<file path="config.mk">
export PLATFORM = sky130hd
export DESIGN_NAME = bbo_execute
export DESIGN_NICKNAME = d
export VERILOG_FILES = /design/src/hw/bbo_pkg.sv /design/src/hw/bbo_decode.sv /design/src/hw/bbo_execute.sv
export SDC_FILE = /design/constraint.sdc
export NUM_CORES = 1
export LEC_CHECK = 0
export BUFFER_PORTS_ARGS = -buffer_cell sky130_fd_sc_hd__buf_2
export CAP_MARGIN = 30
export CORE_UTILIZATION = 30
export CTS_CLUSTER_SIZE = 10
export DETAILED_ROUTE_END_ITERATION = 10
export GPL_ROUTABILITY_DRIVEN = 0
export HOLD_SLACK_MARGIN = 0.1
export PLACE_DENSITY = 0.56
export SYNTH_ARGS = -nofsm -noshare
export SYNTH_HDL_FRONTEND = slang
export SYNTH_SLANG_ARGS = --single-unit
</file>
<file path="constraint.sdc">
create_clock -name clk_sys -period 5.55 [get_ports clk_sys]
set_input_delay 0.555 -clock clk_sys [delete_from_list [all_inputs] [get_ports clk_sys]]
set_output_delay 0.555 -clock clk_sys [all_outputs]
set_load 0.1 [all_outputs]
</file>
<file path="src/hw/bbo_pkg.sv">
// package for the byte and bit operation execute block
package bbo_pkg;
	localparam int INSN_W = 14;
	localparam int DATA_W = 8;
	localparam int ADDR_W = 7;
	localparam int BIT_W = 3;
	// field positions inside the instruction word
	localparam int CLASS_HI = 13;
	localparam int CLASS_LO = 12;
	localparam int OP_HI = 11;
	localparam int OP_LO = 8;
	localparam int DEST_POS = 7;
	localparam int BITOP_HI = 11;
	localparam int BITOP_LO = 10;
	localparam int BIDX_HI = 9;
	localparam int BIDX_LO = 7;
	localparam int ADDR_HI = 6;
	localparam int ADDR_LO = 0;
	// operation classes and codes
	localparam logic [1:0] CLASS_BYTE = 2'h0;
	localparam logic [1:0] CLASS_BIT = 2'h1;
	localparam logic [3:0] OP_ADD = 4'h7;
	localparam logic [3:0] OP_AND = 4'h5;
	localparam logic [1:0] BOP_CLEAR = 2'h0;
	localparam logic [1:0] BOP_SET = 2'h1;
	localparam logic [1:0] BOP_TEST_CLR = 2'h2;
	// reset values and the nibble mask for digit carry
	localparam logic [7:0] ACC_RESET = 8'h00;
	localparam logic [2:0] FLAGS_RESET = 3'h0;
	localparam logic [3:0] NIBBLE_MASK = 4'hF;
	typedef enum logic [2:0] {
		BBO_NONE = 3'b000,
		BBO_ADD = 3'b001,
		BBO_AND = 3'b010,
		BBO_BCLR = 3'b011,
		BBO_BSET = 3'b100,
		BBO_BTST = 3'b101
	} bbo_op_e;
endpackage

</file>
<file path="src/hw/bbo_decode.sv">
// instruction field decoder for the byte and bit operations
`timescale 1ns/1ps
module bbo_decode (
	input wire logic [bbo_pkg::INSN_W-1:0] insn,
	output bbo_pkg::bbo_op_e op,
	output logic destFile,
	output logic [bbo_pkg::BIT_W-1:0] bitIndex,
	output logic [bbo_pkg::ADDR_W-1:0] fileAddr
);
	import bbo_pkg::*;

	// operand fields are fixed slices, decoded for every word
	assign fileAddr = insn[ADDR_HI:ADDR_LO];
	assign bitIndex = insn[BIDX_HI:BIDX_LO];
	assign destFile = insn[DEST_POS];

	// top two bits pick the class, then the sub-opcode
	always_comb begin
		op = BBO_NONE;
		if (insn[CLASS_HI:CLASS_LO] == CLASS_BYTE) begin
			if (insn[OP_HI:OP_LO] == OP_ADD)
				op = BBO_ADD;
			else if (insn[OP_HI:OP_LO] == OP_AND)
				op = BBO_AND;
		end else if (insn[CLASS_HI:CLASS_LO] == CLASS_BIT) begin
			unique case (insn[BITOP_HI:BITOP_LO])
				BOP_CLEAR: op = BBO_BCLR;
				BOP_SET: op = BBO_BSET;
				BOP_TEST_CLR: op = BBO_BTST;
				default: op = BBO_NONE; // skip-if-set lives elsewhere
			endcase
		end
	end
endmodule

</file>
<file path="src/hw/bbo_execute.sv">
// execute stage for add, and, bit clear, bit set and bit test skip
// Contract
// - add accumulator and file register, update carry, digit carry, zero; one cycle
// - add result goes to accumulator when dest is 0, file when 1
// - and accumulator with file register, update zero flag only; one cycle
// - and result goes to accumulator when dest is 0, file when 1
// - bit clear zeroes the chosen file bit, flags untouched, one cycle
// - bit set raises the chosen file bit, flags untouched, one cycle
// - bit test skips next instruction as no-op when bit is zero
// - bit index is three bits, file address seven bits, low bits
`timescale 1ns/1ps
module bbo_execute (
	input wire logic clk_sys,
	input wire logic reset,
	input wire logic insnValid,
	input wire logic [bbo_pkg::INSN_W-1:0] insn,
	output logic [bbo_pkg::ADDR_W-1:0] fileReadAddr,
	input wire logic [bbo_pkg::DATA_W-1:0] fileReadData,
	output logic fileWrite,
	output logic [bbo_pkg::ADDR_W-1:0] fileWriteAddr,
	output logic [bbo_pkg::DATA_W-1:0] fileWriteData,
	output logic [bbo_pkg::DATA_W-1:0] acc,
	output logic carryFlag,
	output logic digit_carry_flag,
	output logic zeroFlag,
	output logic skipActive,
	output logic insnDone
);
	import bbo_pkg::*;

	bbo_op_e op;
	logic destFile;
	logic [BIT_W-1:0] bitIndex;
	logic [ADDR_W-1:0] fileAddr;
	logic [DATA_W:0] sum;
	logic [DATA_W-1:0] result;
	logic [DATA_W-1:0] bitMask;
	logic digitCarry;
	logic live;
	logic next_skip;

	// one-hot mask for the selected bit of a file register
	function automatic logic [DATA_W-1:0] bit_mask(
		input logic [BIT_W-1:0] idx
	);
		bit_mask = {{(DATA_W-1){1'b0}}, 1'b1} << idx;
	endfunction

	bbo_decode decoder (
		.insn(insn),
		.op(op),
		.destFile(destFile),
		.bitIndex(bitIndex),
		.fileAddr(fileAddr)
	);

	// the word fetched under a taken skip is swallowed as a no-op
	assign live = insnValid && !skipActive;
	assign fileReadAddr = fileAddr;
	assign bitMask = bit_mask(bitIndex);
	assign sum = {1'b0, acc} + {1'b0, fileReadData};
	assign digitCarry = ({1'b0, acc[3:0]} + {1'b0, fileReadData[3:0]})
		> {1'b0, NIBBLE_MASK};

	// result value for whichever operation is decoded
	always_comb begin
		result = fileReadData;
		unique case (op)
			BBO_ADD: result = sum[DATA_W-1:0];
			BBO_AND: result = acc & fileReadData;
			BBO_BCLR: result = fileReadData & ~bitMask;
			BBO_BSET: result = fileReadData | bitMask;
			default: result = fileReadData;
		endcase
	end

	// skip arms when the tested bit reads zero
	assign next_skip = live && (op == BBO_BTST)
		&& ((fileReadData & bitMask) == {DATA_W{1'b0}});

	// accumulator is written only by byte ops with dest 0
	always_ff @(posedge clk_sys or posedge reset) begin
		if (reset)
			acc <= ACC_RESET;
		else if (live && (op == BBO_ADD || op == BBO_AND) && !destFile)
			acc <= result;
	end

	// file write port registered so data outputs come from flops
	always_ff @(posedge clk_sys or posedge reset) begin
		if (reset) begin
			fileWrite <= 1'b0;
			fileWriteAddr <= '0;
			fileWriteData <= '0;
		end else begin
			fileWrite <= live && (((op == BBO_ADD || op == BBO_AND)
				&& destFile) || op == BBO_BCLR || op == BBO_BSET);
			fileWriteAddr <= fileAddr;
			fileWriteData <= result;
		end
	end

	// flags: add touches all three, and only zero, bit ops none
	always_ff @(posedge clk_sys or posedge reset) begin
		if (reset) begin
			{carryFlag, digit_carry_flag, zeroFlag} <= FLAGS_RESET;
		end else if (live && op == BBO_ADD) begin
			carryFlag <= sum[DATA_W];
			digit_carry_flag <= digitCarry;
			zeroFlag <= (sum[DATA_W-1:0] == {DATA_W{1'b0}});
		end else if (live && op == BBO_AND) begin
			zeroFlag <= (result == {DATA_W{1'b0}});
		end
	end

	// skip holds until the discarded word has been consumed
	always_ff @(posedge clk_sys or posedge reset) begin
		if (reset)
			skipActive <= 1'b0;
		else if (skipActive && insnValid)
			skipActive <= 1'b0;
		else if (next_skip)
			skipActive <= 1'b1;
	end

	// completion pulse: every executed word is one cycle
	always_ff @(posedge clk_sys or posedge reset) begin
		if (reset)
			insnDone <= 1'b0;
		else
			insnDone <= insnValid;
	end
endmodule

</file>
==> run_results.csv, run 1 <==
group,metric,value,unit
status,outcome,"finished clean",
grt,grt_pass1_wl,8.804,mm
timing,report.final.setup_viol,0,
synthesis,syn_area,1948,µm²
critical_path,slowest_stage,"dfrtp_1",
timing,maxSlewHeadroom,56.30,%
timing,final.setup.worst_slack,2.853,ns
clock_tree,cts.path.max_buffers,2,
grt,grt_pass1_vias,1719,
synthesis,post_synth_main_area_contributors,"dfrtp_1 37%, ha_1 8.3%, mux2_2 4.6%, a21oi_1 3.3%, buf_4 2.7%",
placed_design,place.detailed.hpwl,4.198,mm
critical_path,worst-path-max-fanout,4,
job,max_cap_viol_count,0,
critical_path,path_class,"reg -> reg",
critical_path,path_delay_family,"compound AO/OA/AOI/OAI gates",
timing,fin_setup_tns,0,ns
critical_path,reg2reg_depth,9,
clock_tree,clock_insertion_delay_worst_skew,0.28,ns
drt,via_count,1828,
timing,finalClockSkew,0.003678,ns
die,io-pin-count,61,
timing,post-route-min-period,2.697,ns
grt,gr-total-overflow,0,
synthesis,netlist.top_cell.by_area,"dfrtp_1",
timing,finalHoldWorstSlack,0.3418,ns
placed_design,pre_cts_slack,2.594,ns
cells_and_area,final_layout_size_suffix_gt1_share,32.69,%
die,die_x,82.59,µm
synthesis,synth_ff_type,"dfrtp_1",
clock_tree,post_cts.resized_instances,0,
grt,global_route.usage.met1,23.51,%
die,starting_utilization_of_the_core_area,31.96,%
critical_path,cp_num_buf_inv,0,
placed_design,port_buffers,60,
cells_and_area,multi_input_comb_area,1122,µm²
synthesis,commonest_cells_in_the_synthesized_netlist,"29 x dfrtp_1, 14 x nand2_1, 13 x a21oi_1, 13 x ha_1, 13 x nor2_1",
critical_path,crit_required,5.76,ns
cells_and_area,regArea,725.7,µm²
die,core_area,6096,µm²
pwr,vdd_ir_drop_max,208.3,µV
critical_path,path_cells,"ha_1 > fa_1 > a21o_1 > a311o_1 > a21oi_1 > xnor2_1 > o32ai_1 > or3_1 > o21ai_1",
synthesis,synth_nets,241,
drt,first_pass_drt_iterations,4,
critical_path,crit-reg2reg-capture,"zeroFlag$_DFFE_PP0P_",
cells_and_area,nets,298,
synthesis,synth.lib_cells_used.distinct,56,
timing,worst_pin_slew,0.6487,ns
timing,rsz0062_at_grt,"false",
synthesis,synth.most_common_cell,"dfrtp_1",
grt,grt_max_degree,16,
cells_and_area,flow.area_growth_from_synthesis,23.25,%
grt,number_of_antenna_violations_at_the_first_check_in_global_routing,0,
timing,fmax,370.8,MHz
clock_tree,cts_tree,"done",
clock_tree,cts_root_buf,"clkbuf_8",
drt,drc_errors,0,
timing,hold_viol,0,
clock_tree,clkTransAtPathRegs,0.06,ns
clock_tree,cts_num_sinks,29,
critical_path,critPathMaxStageDelay,0.41,ns
synthesis,synth-seq-cells,29,
grt,grt_util_all_layers,17.32,%
critical_path,rr_startpoint,"acc[0]$_DFFE_PP0P_",
critical_path,worst_setup_path_start_kind,"register",
synthesis,yosys_warnings,0,
min_path,timing.hold.worst.class,"in -> async",
pwr,leakage_power_of_the_design,1.131,nW
clock_tree,h-tree-depth,2,
synthesis,synth_edf_count,0,
die,total_die_area,6820,µm²
grt,grtUsageMet2,28.43,%
critical_path,reg2reg_slack,2.85,ns
grt,met3_global_route_usage,2.967,%
drt,vias_per_cell,5.457,
critical_path,timing.critical_path.to_type,"register",
pwr,finalPower,1.051,mW
drt,route.detailed.wl_per_inst,16.34,µm
pwr,powerDensity,437.8,nW/µm²
clock_tree,post-cts-setup-buffers,0,
synthesis,portion_of_the_post_synthesis_area_used_by_sequential_elements,37.25,%
clock_tree,number_of_cts_inserted_buffers,5,
cells_and_area,n_fill_cell,639,
die,row_count,28,
synthesis,synth.avg_cell_area,9.644,µm²
timing,final_min_period_over_clock_period,48.59,%
drt,ant_nets,0,
cells_and_area,finalCoreUtilization,39.39,%
drt,drt-initial-drc-count,256,
cells_and_area,num_antenna_cells,0,
die,die_height,82.59,µm
grt,grt_busiest_layer,"met2",
timing,timing_max_transition_violations_final,0,
synthesis,postSynthCellCount,202,
clock_tree,hold_buffers,0,
critical_path,critPathArrivalTime,2.90,ns
synthesis,synth_top_area_share,37.25,%
drt,total_detailed_routing_wirelength,5.473,mm
synthesis,synth-async-reset-ratio,100.0,%
worst max path at each step:
stage | start | endpoint | depth (start not counted)
detailed placement | fileReadData[0] | zeroFlag$_DFFE_PP0P_ | 10
finish | acc[0]$_DFFE_PP0P_ | zeroFlag$_DFFE_PP0P_ | 9
CTS | acc[0]$_DFFE_PP0P_ | zeroFlag$_DFFE_PP0P_ | 9
global placement | fileReadData[0] | zeroFlag$_DFFE_PP0P_ | 10
global route | acc[0]$_DFFE_PP0P_ | zeroFlag$_DFFE_PP0P_ | 9
floorplan | acc[0]$_DFFE_PP0P_ | zeroFlag$_DFFE_PP0P_ | 9
worst reg2reg max path: stages (launching register included):
cell     delay, ns
dfrtp_1       0.41
ha_1          0.25
fa_1          0.41
a21o_1        0.19
a311o_1       0.36
a21oi_1       0.24
xnor2_1       0.17
o32ai_1       0.15
or3_1         0.32
o21ai_1       0.12
flip-flops by register name, indices dropped and copies added (netlist names):
| name | flops |
|---|---|
| skipActive | 1 |
| digit_carry_flag | 1 |
| fileWrite | 1 |
| zeroFlag | 1 |
| fileWriteAddr | 7 |
| carryFlag | 1 |
| insnDone | 1 |
| fileWriteData | 8 |
| acc | 8 |
per-stage QoR:
step                      cells  cell area (µm²)
after detailed placement    327             2300
after CTS                   335             2401
after global routing        335             2401
final                       335             2401
after global placement      326             2272
after floorplan             202             1948
cell type report:
type                    instances  area share, %
clock buffers                   7          4.013
flip-flops and latches         29          30.22
repair buffers                 61          13.65
clock inverters                 1         0.2084
multi-input cells             154          46.74
inverters                       8          1.251
well taps                      75          3.908
placed cells by master (no fill, tap or decap), types with 3 or more instances in the layout:
master,count
a21o_1,6
dfrtp_1,29
o21ai_0,10
and3_1,4
ha_1,13
clkbuf_8,7
xnor2_1,3
nor2b_1,5
buf_2,60
nand2_1,14
nor2_1,13
mux2_2,8
o21ai_1,4
a21oi_1,13
inv_1,8
nand3_1,3
a31oi_1,4
a211oi_1,3
where the power goes:
part | total, mW | internal (mW) | switching (mW)
logic | 0.579 | 0.133 | 0.446
registers | 0.282 | 0.248 | 0.0344
clock network | 0.189 | 0.112 | 0.0776
total | 1.05 | 0.493 | 0.558
cells by family (layout without fill, tap and decap cells):
family	count (synthesis)	in the layout	synth area share, %
compound gates	68	68	24.08
simple gates	58	58	16.64
flops	29	29	37.25
buf+inv	19	77	5.138
fa+ha+maj	14	14	9.377
mux	10	10	5.716
xor+xnor	4	4	1.799
metal layers:
metal	vias to the layer above	wire length, µm
li1	866	-
met1	891	2588
met2	64	2528
met3	7	298
met4	0	57
met5	-	0
Note: power is estimated with default switching activity, not from simulation.
==> run 2, diff against run 1 <==
--- a/config.mk
+++ b/config.mk
@@ -12,7 +12,7 @@
 export DETAILED_ROUTE_END_ITERATION = 10
 export GPL_ROUTABILITY_DRIVEN = 0
 export HOLD_SLACK_MARGIN = 0.1
-export PLACE_DENSITY = 0.56
+export PLACE_DENSITY = 0.58
 export SYNTH_ARGS = -nofsm -noshare
 export SYNTH_HDL_FRONTEND = slang
 export SYNTH_SLANG_ARGS = --single-unit
==> constraint.sdc (replaced) <==
create_clock -name clk_sys -period 2.43 [get_ports clk_sys]
set_input_delay 0.243 -clock clk_sys [delete_from_list [all_inputs] [get_ports clk_sys]]
set_output_delay 0.243 -clock clk_sys [all_outputs]
set_load 0.1 [all_outputs]
==> run 2 against run 1 <==
The run now ends with negative setup slack left; final area increased by 13%; worst setup slack worse by 3.0 ns; via count is 5.1% higher; combinational power grew to 2.6 times the previous value.
==> run_results.csv, run 2 (synthesized netlist as in run 1, its figures left out) <==
group,metric,value,unit
cells_and_area,flow.area_growth_from_synthesis,38.79,%
job,max_cap_viol_count,0,
cells_and_area,nets,331,
timing,report.final.setup_viol,2,
critical_path,critPathArrivalTime,2.72,ns
placed_design,instance_count_after_placement_with_tap_cells_included,348,
placed_design,placed_area,2485,µm²
drt,ant_nets,0,
timing,worst_pin_slew,0.7541,ns
drt,first_pass_drt_iterations,4,
cells_and_area,layoutNonFillerInstCount,368,
cells_and_area,final_layout_size_suffix_gt1_share,41.30,%
timing,post-route-min-period,2.553,ns
clock_tree,cts_num_sinks,29,
die,io-pin-count,61,
die,row_count,28,
pwr,finalPower,2.524,mW
clock_tree,clkTransAtPathRegs,0.06,ns
drt,drc_errors,0,
cells_and_area,biggestRegsByFlops,"acc (8), fileWriteData (8), fileWriteAddr (7)",
cells_and_area,finalCoreUtilization,44.36,%
die,core_area,6096,µm²
timing,rsz0062_at_grt,"true",
cells_and_area,final_cell_mix,"60 x buf_2, 24 x dfrtp_1, 23 x buf_4",
clock_tree,cts_tree,"done",
timing,fin_setup_tns,-0.2379,ns
grt,grt_pass1_wl,9.246,mm
pwr,vdd_ir_drop_max,499.4,µV
placed_design,port_buffers,60,
placed_design,place.detailed.hpwl,4.529,mm
timing,fmax,391.7,MHz
cells_and_area,num_antenna_cells,0,
drt,route.detailed.wl_per_inst,16.43,µm
clock_tree,number_of_cts_inserted_buffers,5,
timing,final.setup.worst_slack,-0.1227,ns
clock_tree,cts.path.max_buffers,2,
drt,via_count,1921,
pwr,leakage_power_of_the_design,1.275,nW
clock_tree,h-tree-depth,2,
grt,grt_max_degree,20,
timing,hold_viol,0,
min_path,timing.hold.worst.class,"in -> reg",
pwr,powerDensity,933.6,nW/µm²
timing,timing_max_transition_violations_final,0,
die,starting_utilization_of_the_core_area,31.96,%
timing,finalClockSkew,0.004497,ns
timing,final_min_period_over_clock_period,105.0,%
grt,grt_util_all_layers,18.52,%
drt,drt-initial-drc-count,130,
grt,gr-total-overflow,0,
status,outcome,"finished with violations",
timing,maxSlewHeadroom,49.67,%
drt,total_detailed_routing_wirelength,6.047,mm
status,failed_checks,"negative setup slack",
clock_tree,clock_insertion_delay_worst_skew,0.28,ns
critical_path,crit_required,2.60,ns
critical_path,path_class,"reg -> reg",
die,die_x,82.59,µm
grt,grt_pass1_vias,1820,
critical_path,timing.critical_path.to_type,"register",
cells_and_area,layout_commonest_cell,"buf_2",
grt,number_of_antenna_violations_at_the_first_check_in_global_routing,0,
critical_path,worst_setup_path_start_kind,"register",
die,total_die_area,6820,µm²
critical_path,worst-path-max-fanout,2,
cells_and_area,design_area,2704,µm²
drt,vias_per_cell,5.220,
clock_tree,cts_root_buf,"clkbuf_8",
die,die_height,82.59,µm
-- run 2: cell types whose count changed in the layout (fill, tap and decap cells not counted), moves of 2 or more --
cell / delta
buf_4: +23
dlygate4sd3_1: +9
clkbuf_8: -2
dfrtp_1: -5
dfrtp_2: +4
-- run 2: per-stage QoR --
step                setup WS, ns  hold slack (ns)
floorplan                -0.1514           0.2744
global placement        -0.02275           0.3597
detailed placement      -0.06500           0.3632
CTS                      -0.1097           0.4083
global route             -0.2035           0.4221
finish                   -0.1227           0.4109
-- run 2: timing repair --
action / in CTS / in global routing
hold endpoints to repair: 26 / 0
hold buffers: 9 / 0
endpoints found under the setup margin: 2 / 6
setup buffers: 3 / 1
gates resized for setup: 1 / 4
pin swaps: 0 / 1
-- run 2: cell type report --
| cell class | count | area, µm² |
|---|---|---|
| clock buffers | 5 | 68.82 |
| inverters | 8 | 30.03 |
| well taps | 75 | 93.84 |
| flip-flops and latches | 29 | 734.5 |
| clock inverters | 3 | 17.52 |
| repair buffers | 94 | 594.3 |
| multi-input cells | 154 | 1165 |
| fillers | 627 | 3392 |
-- run 2: metal layers --
metal / vias up / part of all wire, % / track usage, %
li1: 929 / - / -
met1: 915 / 44 / 25.23
met2: 70 / 49 / 30.00
met3: 7 / 5.9 / 3.297
met4: 0 / 1.1 / 5.000
met5: - / 0 / 0
-- run 2: path summary, 6_finish.rpt --
| check | startpoint | end | slack, ns | cells after the start |
|---|---|---|---|---|
| worst max-delay path | acc[0]$_DFFE_PP0P_ | acc[6]$_DFFE_PP0P_ | -0.12 | 9 |
| worst min-delay path | fileReadData[5] | fileWriteData[5]$_DFF_PP0_ | 0.41 | 3 |
| worst max register to register | acc[0]$_DFFE_PP0P_ | acc[6]$_DFFE_PP0P_ | -0.12 | 9 |
| worst min register to register | digit_carry_flag$_DFFE_PP0P_ | digit_carry_flag$_DFFE_PP0P_ | 0.49 | 2 |
| max in group asynchronous | reset | fileWrite$_DFF_PP0_ | 1.16 | 4 |
| min in group asynchronous | reset | fileWriteAddr[4]$_DFF_PP0_ | 0.64 | 3 |
-- run 2: power by group --
| group | switching (mW) | internal, mW |
|---|---|---|
| clock | 0.186 | 0.197 |
| sequential | 0.0829 | 0.575 |
| combinational | 1.07 | 0.409 |
| total | 1.34 | 1.18 |
-- run 2: worst max-delay path, stage by stage (launching register included) --
cell	delay (ns)
dfrtp_4	0.49
ha_4	0.17
fa_2	0.38
a21o_1	0.20
a311o_1	0.31
a21oi_2	0.22
xnor2_2	0.16
o32ai_2	0.11
buf_4	0.15
mux2_4	0.25
